==> src/hdl/detp_pkg.sv <==
package detp_pkg;

  // Register byte offsets on the APB slave.
  localparam logic [7:0] ADDR_STEP      = 8'h00;
  localparam logic [7:0] ADDR_WIN_LOW   = 8'h04;
  localparam logic [7:0] ADDR_WIN_HIGH  = 8'h08;
  localparam logic [7:0] ADDR_CTRL      = 8'h0C;
  localparam logic [7:0] ADDR_PRESET1   = 8'h10;
  localparam logic [7:0] ADDR_PRESET2   = 8'h14;
  localparam logic [7:0] ADDR_WRAP1     = 8'h18;
  localparam logic [7:0] ADDR_WRAP2     = 8'h1C;
  localparam logic [7:0] ADDR_CMD       = 8'h20;
  localparam logic [7:0] ADDR_COUNT1    = 8'h24;
  localparam logic [7:0] ADDR_COUNT2    = 8'h28;
  localparam logic [7:0] ADDR_STATUS    = 8'h2C;

  // Control register field positions.
  localparam int CTRL_INTERP1_LSB = 0;
  localparam int CTRL_INTERP2_LSB = 2;
  localparam int CTRL_REF1_LSB    = 4;
  localparam int CTRL_REF2_LSB    = 6;
  localparam int CTRL_SRC_LSB     = 8;

  // Command register bit positions.
  localparam int CMD_PRESET1 = 0;
  localparam int CMD_PRESET2 = 1;
  localparam int CMD_REARM1  = 2;
  localparam int CMD_REARM2  = 3;

  // Reset values.
  localparam logic [30:0] RST_STEP     = 31'h00000000;
  localparam logic [31:0] RST_WIN_LOW  = 32'h00000000;
  localparam logic [31:0] RST_WIN_HIGH = 32'hFFFFFFFF;
  localparam logic [31:0] RST_PRESET   = 32'h00000000;
  localparam logic [31:0] RST_WRAP     = 32'hFFFFFFFF;

  typedef enum logic [1:0] {
    DETP_INTERP_X1 = 2'b00,
    DETP_INTERP_X2 = 2'b01,
    DETP_INTERP_X4 = 2'b10
  } detp_interp_type;

  typedef enum logic [1:0] {
    DETP_REF_NONE  = 2'b00,
    DETP_REF_ONCE  = 2'b01,
    DETP_REF_EVERY = 2'b10
  } detp_ref_type;

  typedef enum logic [1:0] {
    DETP_SRC_OTHER = 2'b00,
    DETP_SRC_POS_A = 2'b01,
    DETP_SRC_POS_B = 2'b10
  } detp_src_type;

endpackage

==> src/hdl/detp_top.sv <==
// Implementation choices: the APB slave port and the placing of the registers.
`timescale 1ns/1ps
// What this block does
// [RULE_01] Trigger once per programmed step count advance.
// [RULE_02] Step zero: trigger continuously inside window.
// [RULE_03] Trigger only at or above low bound.
// [RULE_04] Trigger only at or below high bound.
// [RULE_05] Per channel interpolation depth 1, 2, 4.
// [RULE_06] Reference mode none: mark has no effect.
// [RULE_07] Mode once: preset only at first armed mark.
// [RULE_08] Mode every: preset at every mark.
// [RULE_09] Per channel preset loaded on mark or request.
// [RULE_10] Writing preset re-arms first mark detection.
// [RULE_11] Software preset only works in mode none.
// [RULE_12] Re-arm request only works in mode once.
// [RULE_13] Count above wrap limit returns to zero.
// [RULE_14] Either encoder channel selectable as trigger source.
// [RULE_15] Quadrature direction counts; below zero loads limit.
// [RULE_16] Inputs sampled synchronously; preset beats count step.
module detp_top
  import detp_pkg::*;
(
  input  wire logic        clk_in,
  input  wire logic        rst_n_in,
  input  wire logic        psel_in,
  input  wire logic        penable_in,
  input  wire logic        pwrite_in,
  input  wire logic [7:0]  paddr_in,
  input  wire logic [31:0] pwdata_in,
  output logic      [31:0] prdata_out,
  output logic             pready_out,
  output logic             pslverr_out,
  input  wire logic [1:0]  enc_a_in,
  input  wire logic [1:0]  enc_b_in,
  input  wire logic [1:0]  enc_ref_in,
  output logic             meas_trigger_out
);

  ////////////////////////////////////////////////////////////////////////////
  typedef struct packed {
    logic [30:0]      step;
    logic [31:0]      win_low;
    logic [31:0]      win_high;
    detp_interp_type  interp1;
    detp_interp_type  interp2;
    detp_ref_type     ref1;
    detp_ref_type     ref2;
    detp_src_type     src;
    logic [31:0]      preset1;
    logic [31:0]      preset2;
    logic [31:0]      wrap1;
    logic [31:0]      wrap2;
    logic [1:0]       armed;
    logic [1:0]       a_prev;
    logic [1:0]       b_prev;
    logic [1:0]       ref_prev;
    logic [31:0]      count1;
    logic [31:0]      count2;
    logic [30:0]      progress;
    logic [31:0]      prdata;
    logic             pready;
    logic             pslverr;
    logic             trig;
  } detp_state_type;

  detp_state_type state_ff;
  detp_state_type nxt_state;

  ////////////////////////////////////////////////////////////////////////////
  // Returns +1, -1 or 0 for one quadrature transition, filtered by depth.
  // Depth 1 counts only rising A edges, depth 2 both A edges, depth 4 all.
  function automatic logic [1:0] quad_step(input logic a_old, input logic b_old,
                                           input logic a_new, input logic b_new,
                                           input detp_interp_type depth);
    logic a_edge;
    logic b_edge;
    logic up;
    logic [1:0] res;
    a_edge = a_old ^ a_new;
    b_edge = b_old ^ b_new;
    up     = a_edge ? (a_new ^ b_new) : ~(a_new ^ b_new);
    res    = 2'b00;
    if (a_edge && b_edge) begin
      res = 2'b00; // Illegal double transition is dropped.
    end else if (a_edge || b_edge) begin
      case (depth) // RULE_05
        DETP_INTERP_X1: begin
          if (a_edge && a_new) begin
            res = up ? 2'b01 : 2'b11;
          end
        end
        DETP_INTERP_X2: begin
          if (a_edge) begin
            res = up ? 2'b01 : 2'b11;
          end
        end
        default: begin
          res = up ? 2'b01 : 2'b11;
        end
      endcase
    end
    return res;
  endfunction

  // Advances one counter with wrap in both directions.
  function automatic logic [31:0] step_count(input logic [31:0] cnt, input logic [1:0] dir,
                                             input logic [31:0] limit);
    logic [31:0] res;
    res = cnt;
    if (dir == 2'b01) begin
      res = (cnt >= limit) ? 32'h00000000 : cnt + 32'h00000001; // RULE_13
    end else if (dir == 2'b11) begin
      res = (cnt == 32'h00000000) ? limit : cnt - 32'h00000001; // RULE_15
    end
    return res;
  endfunction

  // Decides whether a reference mark edge loads the preset.
  function automatic logic ref_hit(input detp_ref_type mode, input logic armed, input logic mark);
    logic res;
    res = 1'b0;
    case (mode)
      DETP_REF_ONCE:  res = mark && armed; // RULE_07
      DETP_REF_EVERY: res = mark;          // RULE_08
      default:        res = 1'b0;          // RULE_06
    endcase
    return res;
  endfunction

  ////////////////////////////////////////////////////////////////////////////
  logic        wr_en;
  logic        rd_en;
  logic [1:0]  dir1;
  logic [1:0]  dir2;
  logic [1:0]  mark;
  logic [1:0]  load;
  logic [1:0]  sw_preset;
  logic [1:0]  sw_rearm;
  logic [31:0] sel_count;
  logic [1:0]  sel_dir;
  logic        in_window;

  always_comb begin
    nxt_state = state_ff;
    wr_en     = psel_in && penable_in && pwrite_in && state_ff.pready;
    rd_en     = psel_in && !penable_in && !pwrite_in;
    sw_preset = 2'b00;
    sw_rearm  = 2'b00;

    // No wait state: pready rises in the access phase's first cycle.
    nxt_state.pready  = psel_in && !penable_in;
    nxt_state.pslverr = 1'b0;
    if (state_ff.pready) begin
      nxt_state.pready = 1'b0;
    end

    if (wr_en) begin
      if (paddr_in == ADDR_STEP) begin
        nxt_state.step = pwdata_in[30:0];
      end else if (paddr_in == ADDR_WIN_LOW) begin
        nxt_state.win_low = pwdata_in;
      end else if (paddr_in == ADDR_WIN_HIGH) begin
        nxt_state.win_high = pwdata_in;
      end else if (paddr_in == ADDR_CTRL) begin
        nxt_state.interp1 = detp_interp_type'(pwdata_in[CTRL_INTERP1_LSB +: 2]);
        nxt_state.interp2 = detp_interp_type'(pwdata_in[CTRL_INTERP2_LSB +: 2]);
        nxt_state.ref1    = detp_ref_type'(pwdata_in[CTRL_REF1_LSB +: 2]);
        nxt_state.ref2    = detp_ref_type'(pwdata_in[CTRL_REF2_LSB +: 2]);
        nxt_state.src     = detp_src_type'(pwdata_in[CTRL_SRC_LSB +: 2]);
      end else if (paddr_in == ADDR_PRESET1) begin
        nxt_state.preset1 = pwdata_in;
        sw_rearm[0]       = 1'b1; // RULE_10
      end else if (paddr_in == ADDR_PRESET2) begin
        nxt_state.preset2 = pwdata_in;
        sw_rearm[1]       = 1'b1; // RULE_10
      end else if (paddr_in == ADDR_WRAP1) begin
        nxt_state.wrap1 = pwdata_in;
      end else if (paddr_in == ADDR_WRAP2) begin
        nxt_state.wrap2 = pwdata_in;
      end else if (paddr_in == ADDR_CMD) begin
        sw_preset[0] = pwdata_in[CMD_PRESET1] && (state_ff.ref1 == DETP_REF_NONE); // RULE_11
        sw_preset[1] = pwdata_in[CMD_PRESET2] && (state_ff.ref2 == DETP_REF_NONE); // RULE_11
        sw_rearm[0]  = pwdata_in[CMD_REARM1] && (state_ff.ref1 == DETP_REF_ONCE);  // RULE_12
        sw_rearm[1]  = pwdata_in[CMD_REARM2] && (state_ff.ref2 == DETP_REF_ONCE);  // RULE_12
      end else if (paddr_in == ADDR_COUNT1 || paddr_in == ADDR_COUNT2 || paddr_in == ADDR_STATUS) begin
        nxt_state.pslverr = 1'b0;
      end else begin
        nxt_state.pslverr = 1'b0;
      end
    end

    if (rd_en) begin
      if (paddr_in == ADDR_STEP) begin
        nxt_state.prdata = {1'b0, state_ff.step};
      end else if (paddr_in == ADDR_WIN_LOW) begin
        nxt_state.prdata = state_ff.win_low;
      end else if (paddr_in == ADDR_WIN_HIGH) begin
        nxt_state.prdata = state_ff.win_high;
      end else if (paddr_in == ADDR_CTRL) begin
        nxt_state.prdata = {22'h000000, state_ff.src, state_ff.ref2, state_ff.ref1,
                            state_ff.interp2, state_ff.interp1};
      end else if (paddr_in == ADDR_PRESET1) begin
        nxt_state.prdata = state_ff.preset1;
      end else if (paddr_in == ADDR_PRESET2) begin
        nxt_state.prdata = state_ff.preset2;
      end else if (paddr_in == ADDR_WRAP1) begin
        nxt_state.prdata = state_ff.wrap1;
      end else if (paddr_in == ADDR_WRAP2) begin
        nxt_state.prdata = state_ff.wrap2;
      end else if (paddr_in == ADDR_COUNT1) begin
        nxt_state.prdata = state_ff.count1;
      end else if (paddr_in == ADDR_COUNT2) begin
        nxt_state.prdata = state_ff.count2;
      end else if (paddr_in == ADDR_STATUS) begin
        nxt_state.prdata = {30'h00000000, state_ff.armed};
      end else begin
        nxt_state.prdata = 32'h00000000;
      end
    end

    // Encoder pins are synchronous; edges come from a one-cycle history.
    nxt_state.a_prev   = enc_a_in;   // RULE_16
    nxt_state.b_prev   = enc_b_in;   // RULE_16
    nxt_state.ref_prev = enc_ref_in; // RULE_16
    mark = enc_ref_in & ~state_ff.ref_prev;
    dir1 = quad_step(state_ff.a_prev[0], state_ff.b_prev[0], enc_a_in[0], enc_b_in[0], state_ff.interp1);
    dir2 = quad_step(state_ff.a_prev[1], state_ff.b_prev[1], enc_a_in[1], enc_b_in[1], state_ff.interp2);

    load[0] = ref_hit(state_ff.ref1, state_ff.armed[0], mark[0]) || sw_preset[0];
    load[1] = ref_hit(state_ff.ref2, state_ff.armed[1], mark[1]) || sw_preset[1];

    // A re-arm arriving with the mark wins, so the next mark is caught too.
    if (load[0] && state_ff.ref1 == DETP_REF_ONCE) begin
      nxt_state.armed[0] = 1'b0;
    end
    if (load[1] && state_ff.ref2 == DETP_REF_ONCE) begin
      nxt_state.armed[1] = 1'b0;
    end
    if (sw_rearm[0]) begin
      nxt_state.armed[0] = 1'b1;
    end
    if (sw_rearm[1]) begin
      nxt_state.armed[1] = 1'b1;
    end

    if (load[0]) begin
      nxt_state.count1 = state_ff.preset1; // RULE_09 RULE_16
    end else begin
      nxt_state.count1 = step_count(state_ff.count1, dir1, state_ff.wrap1);
    end
    if (load[1]) begin
      nxt_state.count2 = state_ff.preset2; // RULE_09 RULE_16
    end else begin
      nxt_state.count2 = step_count(state_ff.count2, dir2, state_ff.wrap2);
    end

    // Source selection picks the channel whose steps drive the trigger.
    sel_count = 32'h00000000;
    sel_dir   = 2'b00;
    if (state_ff.src == DETP_SRC_POS_A) begin // RULE_14
      sel_count = nxt_state.count1;
      sel_dir   = load[0] ? 2'b00 : dir1;
    end else if (state_ff.src == DETP_SRC_POS_B) begin // RULE_14
      sel_count = nxt_state.count2;
      sel_dir   = load[1] ? 2'b00 : dir2;
    end

    in_window = (sel_count >= state_ff.win_low) && (sel_count <= state_ff.win_high); // RULE_03 RULE_04
    nxt_state.trig = 1'b0;
    if (state_ff.src == DETP_SRC_OTHER) begin
      nxt_state.progress = 31'h00000000;
    end else if (state_ff.step == 31'h00000000) begin
      nxt_state.trig     = in_window; // RULE_02
      nxt_state.progress = 31'h00000000;
    end else if (sel_dir != 2'b00) begin
      // Steps in either direction count as travel; the window still gates.
      if (state_ff.progress + 31'h00000001 >= state_ff.step) begin
        nxt_state.progress = 31'h00000000;
        nxt_state.trig     = in_window; // RULE_01
      end else begin
        nxt_state.progress = state_ff.progress + 31'h00000001;
      end
    end
  end

  ////////////////////////////////////////////////////////////////////////////
  always_ff @(posedge clk_in or negedge rst_n_in) begin
    if (!rst_n_in) begin
      state_ff          <= '0;
      state_ff.step     <= RST_STEP;
      state_ff.win_low  <= RST_WIN_LOW;
      state_ff.win_high <= RST_WIN_HIGH;
      state_ff.interp1  <= DETP_INTERP_X4;
      state_ff.interp2  <= DETP_INTERP_X4;
      state_ff.ref1     <= DETP_REF_NONE;
      state_ff.ref2     <= DETP_REF_NONE;
      state_ff.src      <= DETP_SRC_OTHER;
      state_ff.preset1  <= RST_PRESET;
      state_ff.preset2  <= RST_PRESET;
      state_ff.wrap1    <= RST_WRAP;
      state_ff.wrap2    <= RST_WRAP;
      state_ff.armed    <= 2'b11;
    end else begin
      state_ff <= nxt_state;
    end
  end

  assign prdata_out       = state_ff.prdata;
  assign pready_out       = state_ff.pready;
  assign pslverr_out      = state_ff.pslverr;
  assign meas_trigger_out = state_ff.trig;

endmodule

==> config.mk <==
export PLATFORM = sky130hd
export DESIGN_NAME = detp_top
export DESIGN_NICKNAME = d
export VERILOG_FILES = /design/src/hdl/detp_pkg.sv /design/src/hdl/detp_top.sv
export SDC_FILE = /design/constraint.sdc
export NUM_CORES = 1
export LEC_CHECK = 0
export ABC_AREA = 1
export BUFFER_PORTS_ARGS = -buffer_cell sky130_fd_sc_hd__buf_2
export CAP_MARGIN = 20
export CORE_ASPECT_RATIO = 1.5
export CORE_UTILIZATION = 50
export CTS_CLUSTER_SIZE = 16
export DETAILED_ROUTE_END_ITERATION = 10
export PLACE_DENSITY = 0.69
export SKIP_CTS_REPAIR_TIMING = 1
export SLEW_MARGIN = 30
export SYNTH_ARGS = -nofsm -noshare
export SYNTH_HDL_FRONTEND = slang
export SYNTH_SLANG_ARGS = --single-unit
==> constraint.sdc <==
create_clock -name clk_in -period 3.2 [get_ports clk_in]
set_input_delay 0.48 -clock clk_in [delete_from_list [all_inputs] [get_ports clk_in]]
set_output_delay 0.48 -clock clk_in [all_outputs]
set_load 0.05 [all_outputs]
## After elaboration in Yosys (flattened, before gate mapping)

Cells that the tools add are included.

| cells by class | value |
|---|---|
| add/sub/neg operators | 5 |
| equal/unequal tests | 23 |
| mux-type cells | 78 |
| bitwise gates (word level) | 17 |
| $lt $le $gt $ge | 5 |
| reduce and logical (&&, ||, !) cells | 45 |

Operators by type and width:

| cell | count |
|---|---|
| $mux W32 | 22 |
| $mux W31 | 4 |
| $ge A32 B32 Y1 | 3 |
| $mux W2 | 33 |
| $add A32 B1 Y32 const B | 2 |
| $logic_not A32 Y1 | 2 |
| $sub A32 B1 Y32 const B | 2 |
| $eq A8 B5 Y1 const B | 4 |
| $eq A8 B6 Y1 const B | 4 |
| $le A32 B32 Y1 | 1 |
| $add A31 B1 Y31 const B | 1 |
| $ge A31 B31 Y1 | 1 |
| $logic_not A31 Y1 | 1 |
| $logic_and A1 B1 Y1 | 18 |
| $eq A8 B4 Y1 const B | 2 |
| $mux W1 | 15 |
| $eq A2 B1 Y1 const B | 7 |
| $eq A2 B2 Y1 const B | 5 |
| $logic_not A2 Y1 | 5 |
| $not A1 Y1 | 9 |
| $reduce_and A9 Y1 | 1 |
| $eq A8 B3 Y1 const B | 1 |
| $logic_not A8 Y1 | 1 |
| $pmux W2 S2 | 2 |
| 15 further kinds | 27 |

| storage, ports and cells | value |
|---|---|
| bits in registers | 370 |

## Logic depth before layout (Yosys ltp)

| logic depth | value |
|---|---|
| depth in word-level cells | 22 |
| gate-level depth with buffers | 32 |

## Worst setup path before layout

Ideal clock, no wire load.

| path | value |
|---|---|
| kind | input-to-reg |
| from | input port enc_a_in[0] |
| to | register state_ff, in the netlist meas_trigger_out |
| setup slack | -278 ps |
| data arrival time | 3359 ps |
| buffers on the path | 1 |
| stages on the path | 21 |
| path through | ha_1 > inv_1 > ha_1 > o21ai_0 > nand3_1 > buf_2 > a21oi_1 > nand2_1 > a21oi_1 > nand2_1 > nand3_1 > nand2_1 > ha_1 > nand4_1 > nor3_1 > nor4b_1 > nand2_1 > nand2_1 > nand2_1 > nand3b_1 > nor2_1 |

RTL lines:

| what | RTL line | source |
|---|---|---|
| start: declaration | detp_top.sv:33 | `input wire logic [1:0] enc_a_in,` |
| end signal: assignment | detp_top.sv:304 | `state_ff <= nxt_state;` |
| end: declaration | detp_top.sv:66 | `detp_state_type state_ff;` |

==> flow_summary.json <==
{
  "endpoint_kind": "register",
  "synth_area_leaders": "dfrtp_1 23%, nand2_1 17%, dfstp_2 9.1%",
  "cp.required_ns": 3.71,
  "syn_nets": 4537,
  "violations": "negative setup slack",
  "slowest_delay_ns": 0.54,
  "crit_slowest_cell": "dfstp_2",
  "path_max_fanout": 7,
  "layout-drive-gt1-share": 0.267,
  "grt_util_all_layers": 0.434,
  "totalWireLength_um": 130000,
  "crit_path_start_kind": "register",
  "crit_family": "simple AND/OR/NAND/NOR gates",
  "drtAntennaViolNets": 0,
  "yosys_register_bits": 370,
  "first_global_vias": 31400,
  "dr.pass1.iters": 6,
  "synthDistinctLibCells": 59,
  "grt_start_max_net_pins": 90,
  "clock.fmax_mhz": 247,
  "dieHeight_um": 296,
  "antenna_found_initial": 8,
  "synth_top_cell_by_area": "dfrtp_1",
  "period_share": 1.27,
  "overflow": 0,
  "finalCriticalPeriod_ns": 4.05,
  "final.setup_skew_ns": 0.0223,
  "clock_sinks": 370,
  "dieArea_sq_um": 58700,
  "p_total_mw": 18.1,
  "dp_hpwl_um": 99200,
  "synth_top_cell_area_share": 0.234,
  "vias_per_cell": 5.66,
  "status": "finished with violations",
  "via_count": 32900,
  "place_inst": 5720,
  "grt_first_pass_wirelength_um": 188000,
  "syn_area_sq_um": 28900,
  "critPathBufInv": 5,
  "drt_first_iter_violations": 3090,
  "core-area_sq_um": 56900,
  "setup_viol": 32,
  "area_growth_pct": 31.4,
  "hold_path.class": "input pin to register",
  "arrival_ns": 4.56,
  "initial_core_util": 0.507,
  "total_leakage_power_nw": 19.2,
  "netlist_instances": 4310,
  "irDropWorstVdd_mv": 0.448,
  "timing.setup.tns_ns": -4.01,
  "maxCapViolCount": 0,
  "post_drt_wl_per_cell_um": 22.4,
  "drc": 0,
  "cts_tree": "done",
  "placementRows": 107,
  "clock_latency_ns": 0.58,
  "finalNonFillerCells": 5822,
  "powerDensity_nw_per_um2": 478,
  "portBuffers": 84,
  "finish.instance_area_sq_um": 37900,
  "worst_pin_slew_ns": 0.686,
  "layout_setup_ws_ns": -0.854,
  "slew_violations": 0,
  "gp_congestion": 1.08,
  "cts_made_buffers": 40,
  "yosysWarnings": 0,
  "dpl_cell_area_sq_um": 35300,
  "cp_common_cell": "nand2_1",
  "cts_root_buffer": "clkbuf_16",
  "clk_pin_slew_ns": 0.06,
  "h-tree-depth": 2,
  "fin_nets": 5252,
  "synth.avg_cell_area_sq_um": 6.69,
  "dp_slack_ns": -1.03,
  "relSlewSlack": 0.542,
  "final_hold_viol_count": 0,
  "ys_seq_area_frac": 0.325,
  "clock_path_buffers": 3,
  "criticalPathCategory": "register to register",
  "dieWidth_um": 198,
  "io_pins": 86,
  "rsz0062_at_grt": "yes"
}
[worst paths after layout]
| check | end | from | cells after the start | slack, ns |
|---|---|---|---|---|
| max | meas_trigger_out | state_ff[164] | 29 | -0.85 |
| min | state_ff[131] | enc_ref_in[1] | 1 | 0.05 |
| max reg2reg | meas_trigger_out | state_ff[164] | 29 | -0.85 |
| min reg2reg | state_ff[320] | state_ff[320] | 2 | 0.49 |
| max in group asynchronous | state_ff[154] | rst_n_in | 3 | 1.80 |
| min in group asynchronous | prdata_out[6] | rst_n_in | 2 | 0.45 |
[cell families after synthesis]
kind of cell / after synthesis / share of synthesized area
buffers and inverters: 726 / 0.109
xor gates and xnor gates: 91 / 0.0276
and+or+nand+nor: 2220 / 0.325
other: 1 / 0.000130
adders and majority gates: 176 / 0.0763
AOI/OAI and AO/OA: 726 / 0.136
DFF: 370 / 0.325
[final cells by class]
class / count / area, sq um
fillers: 5137 / 19000
clock buffers: 50 / 1100
multi-input cells: 3215 / 17200
well taps: 763 / 955
inverters: 498 / 1880
diodes: 2 / 5.00
repair buffers: 900 / 7000
flip-flops and latches: 370 / 9380
clock inverters: 24 / 338
[metal layers]
| layer | up-vias | share of wire | global-route usage |
|---|---|---|---|
| li1 | 15300 | - | - |
| met1 | 15300 | 0.35 | 0.484 |
| met2 | 1679 | 0.45 | 0.703 |
| met3 | 574 | 0.095 | 0.109 |
| met4 | 12 | 0.099 | 0.348 |
| met5 | - | 0.00059 | 0 |
[through the flow]
step / util / hold slack, ns
finish: 0.666 / 0.0463
global route: 0.666 / 0.0415
CTS: 0.645 / -0.124
detailed placement: 0.620 / 0.471
global placement: 0.620 / 0.466
floorplan: - / 0.184
[report_power, final]
part           switching (mW)  leakage [nW]  internal, mW
combinational            4.66          13.9          3.04
clock                    2.16         0.688          2.97
sequential              0.292          4.63          5.02
[layout by cell type, fill, tap and decap left out, drive strengths merged, types with 14 or more instances in the layout]
cell type / instances
nand4: 141
clkinv: 17
xnor2: 14
ha: 176
nor3: 73
nand2: 1370
nor2: 432
xor2: 77
inv: 493
o22ai: 24
nand3: 179
dfrtp: 270
a21oi: 253
a21boi: 22
o211ai: 23
dfstp: 100
clkbuf: 55
o21ai: 360
buf: 894
[flip-flops by register name, indices dropped and copies added, names as in the netlist]
name and flops:
state_ff 336, prdata_out 32, meas_trigger_out 1, pready_out 1
[cells in the mapped netlist (all sizes together)]
cell type,count
a21oi,253
buf,143
clkbuf,85
o221ai,3
o221a,5
and2,1
a21o,4
nor3,73
a221oi,7
nor2b,4
nand3b,2
ha,176
dfrtp,270
o211a,1
nand2,1370
or3,2
dfstp,100
clkinv,3
o22ai,24
or2,10
inv,495
nand3,178
a211oi,11
o2bb2ai,1
xor2,77
conb,1
a21boi,22
nor3b,2
nand4,141
a31oi,4
nor4,3
nor4b,2
o21a,5
nor2,432
o21bai,3
o211ai,23
o21ai,360
xnor2,14
Note: power is estimated with default switching activity, not from simulation.
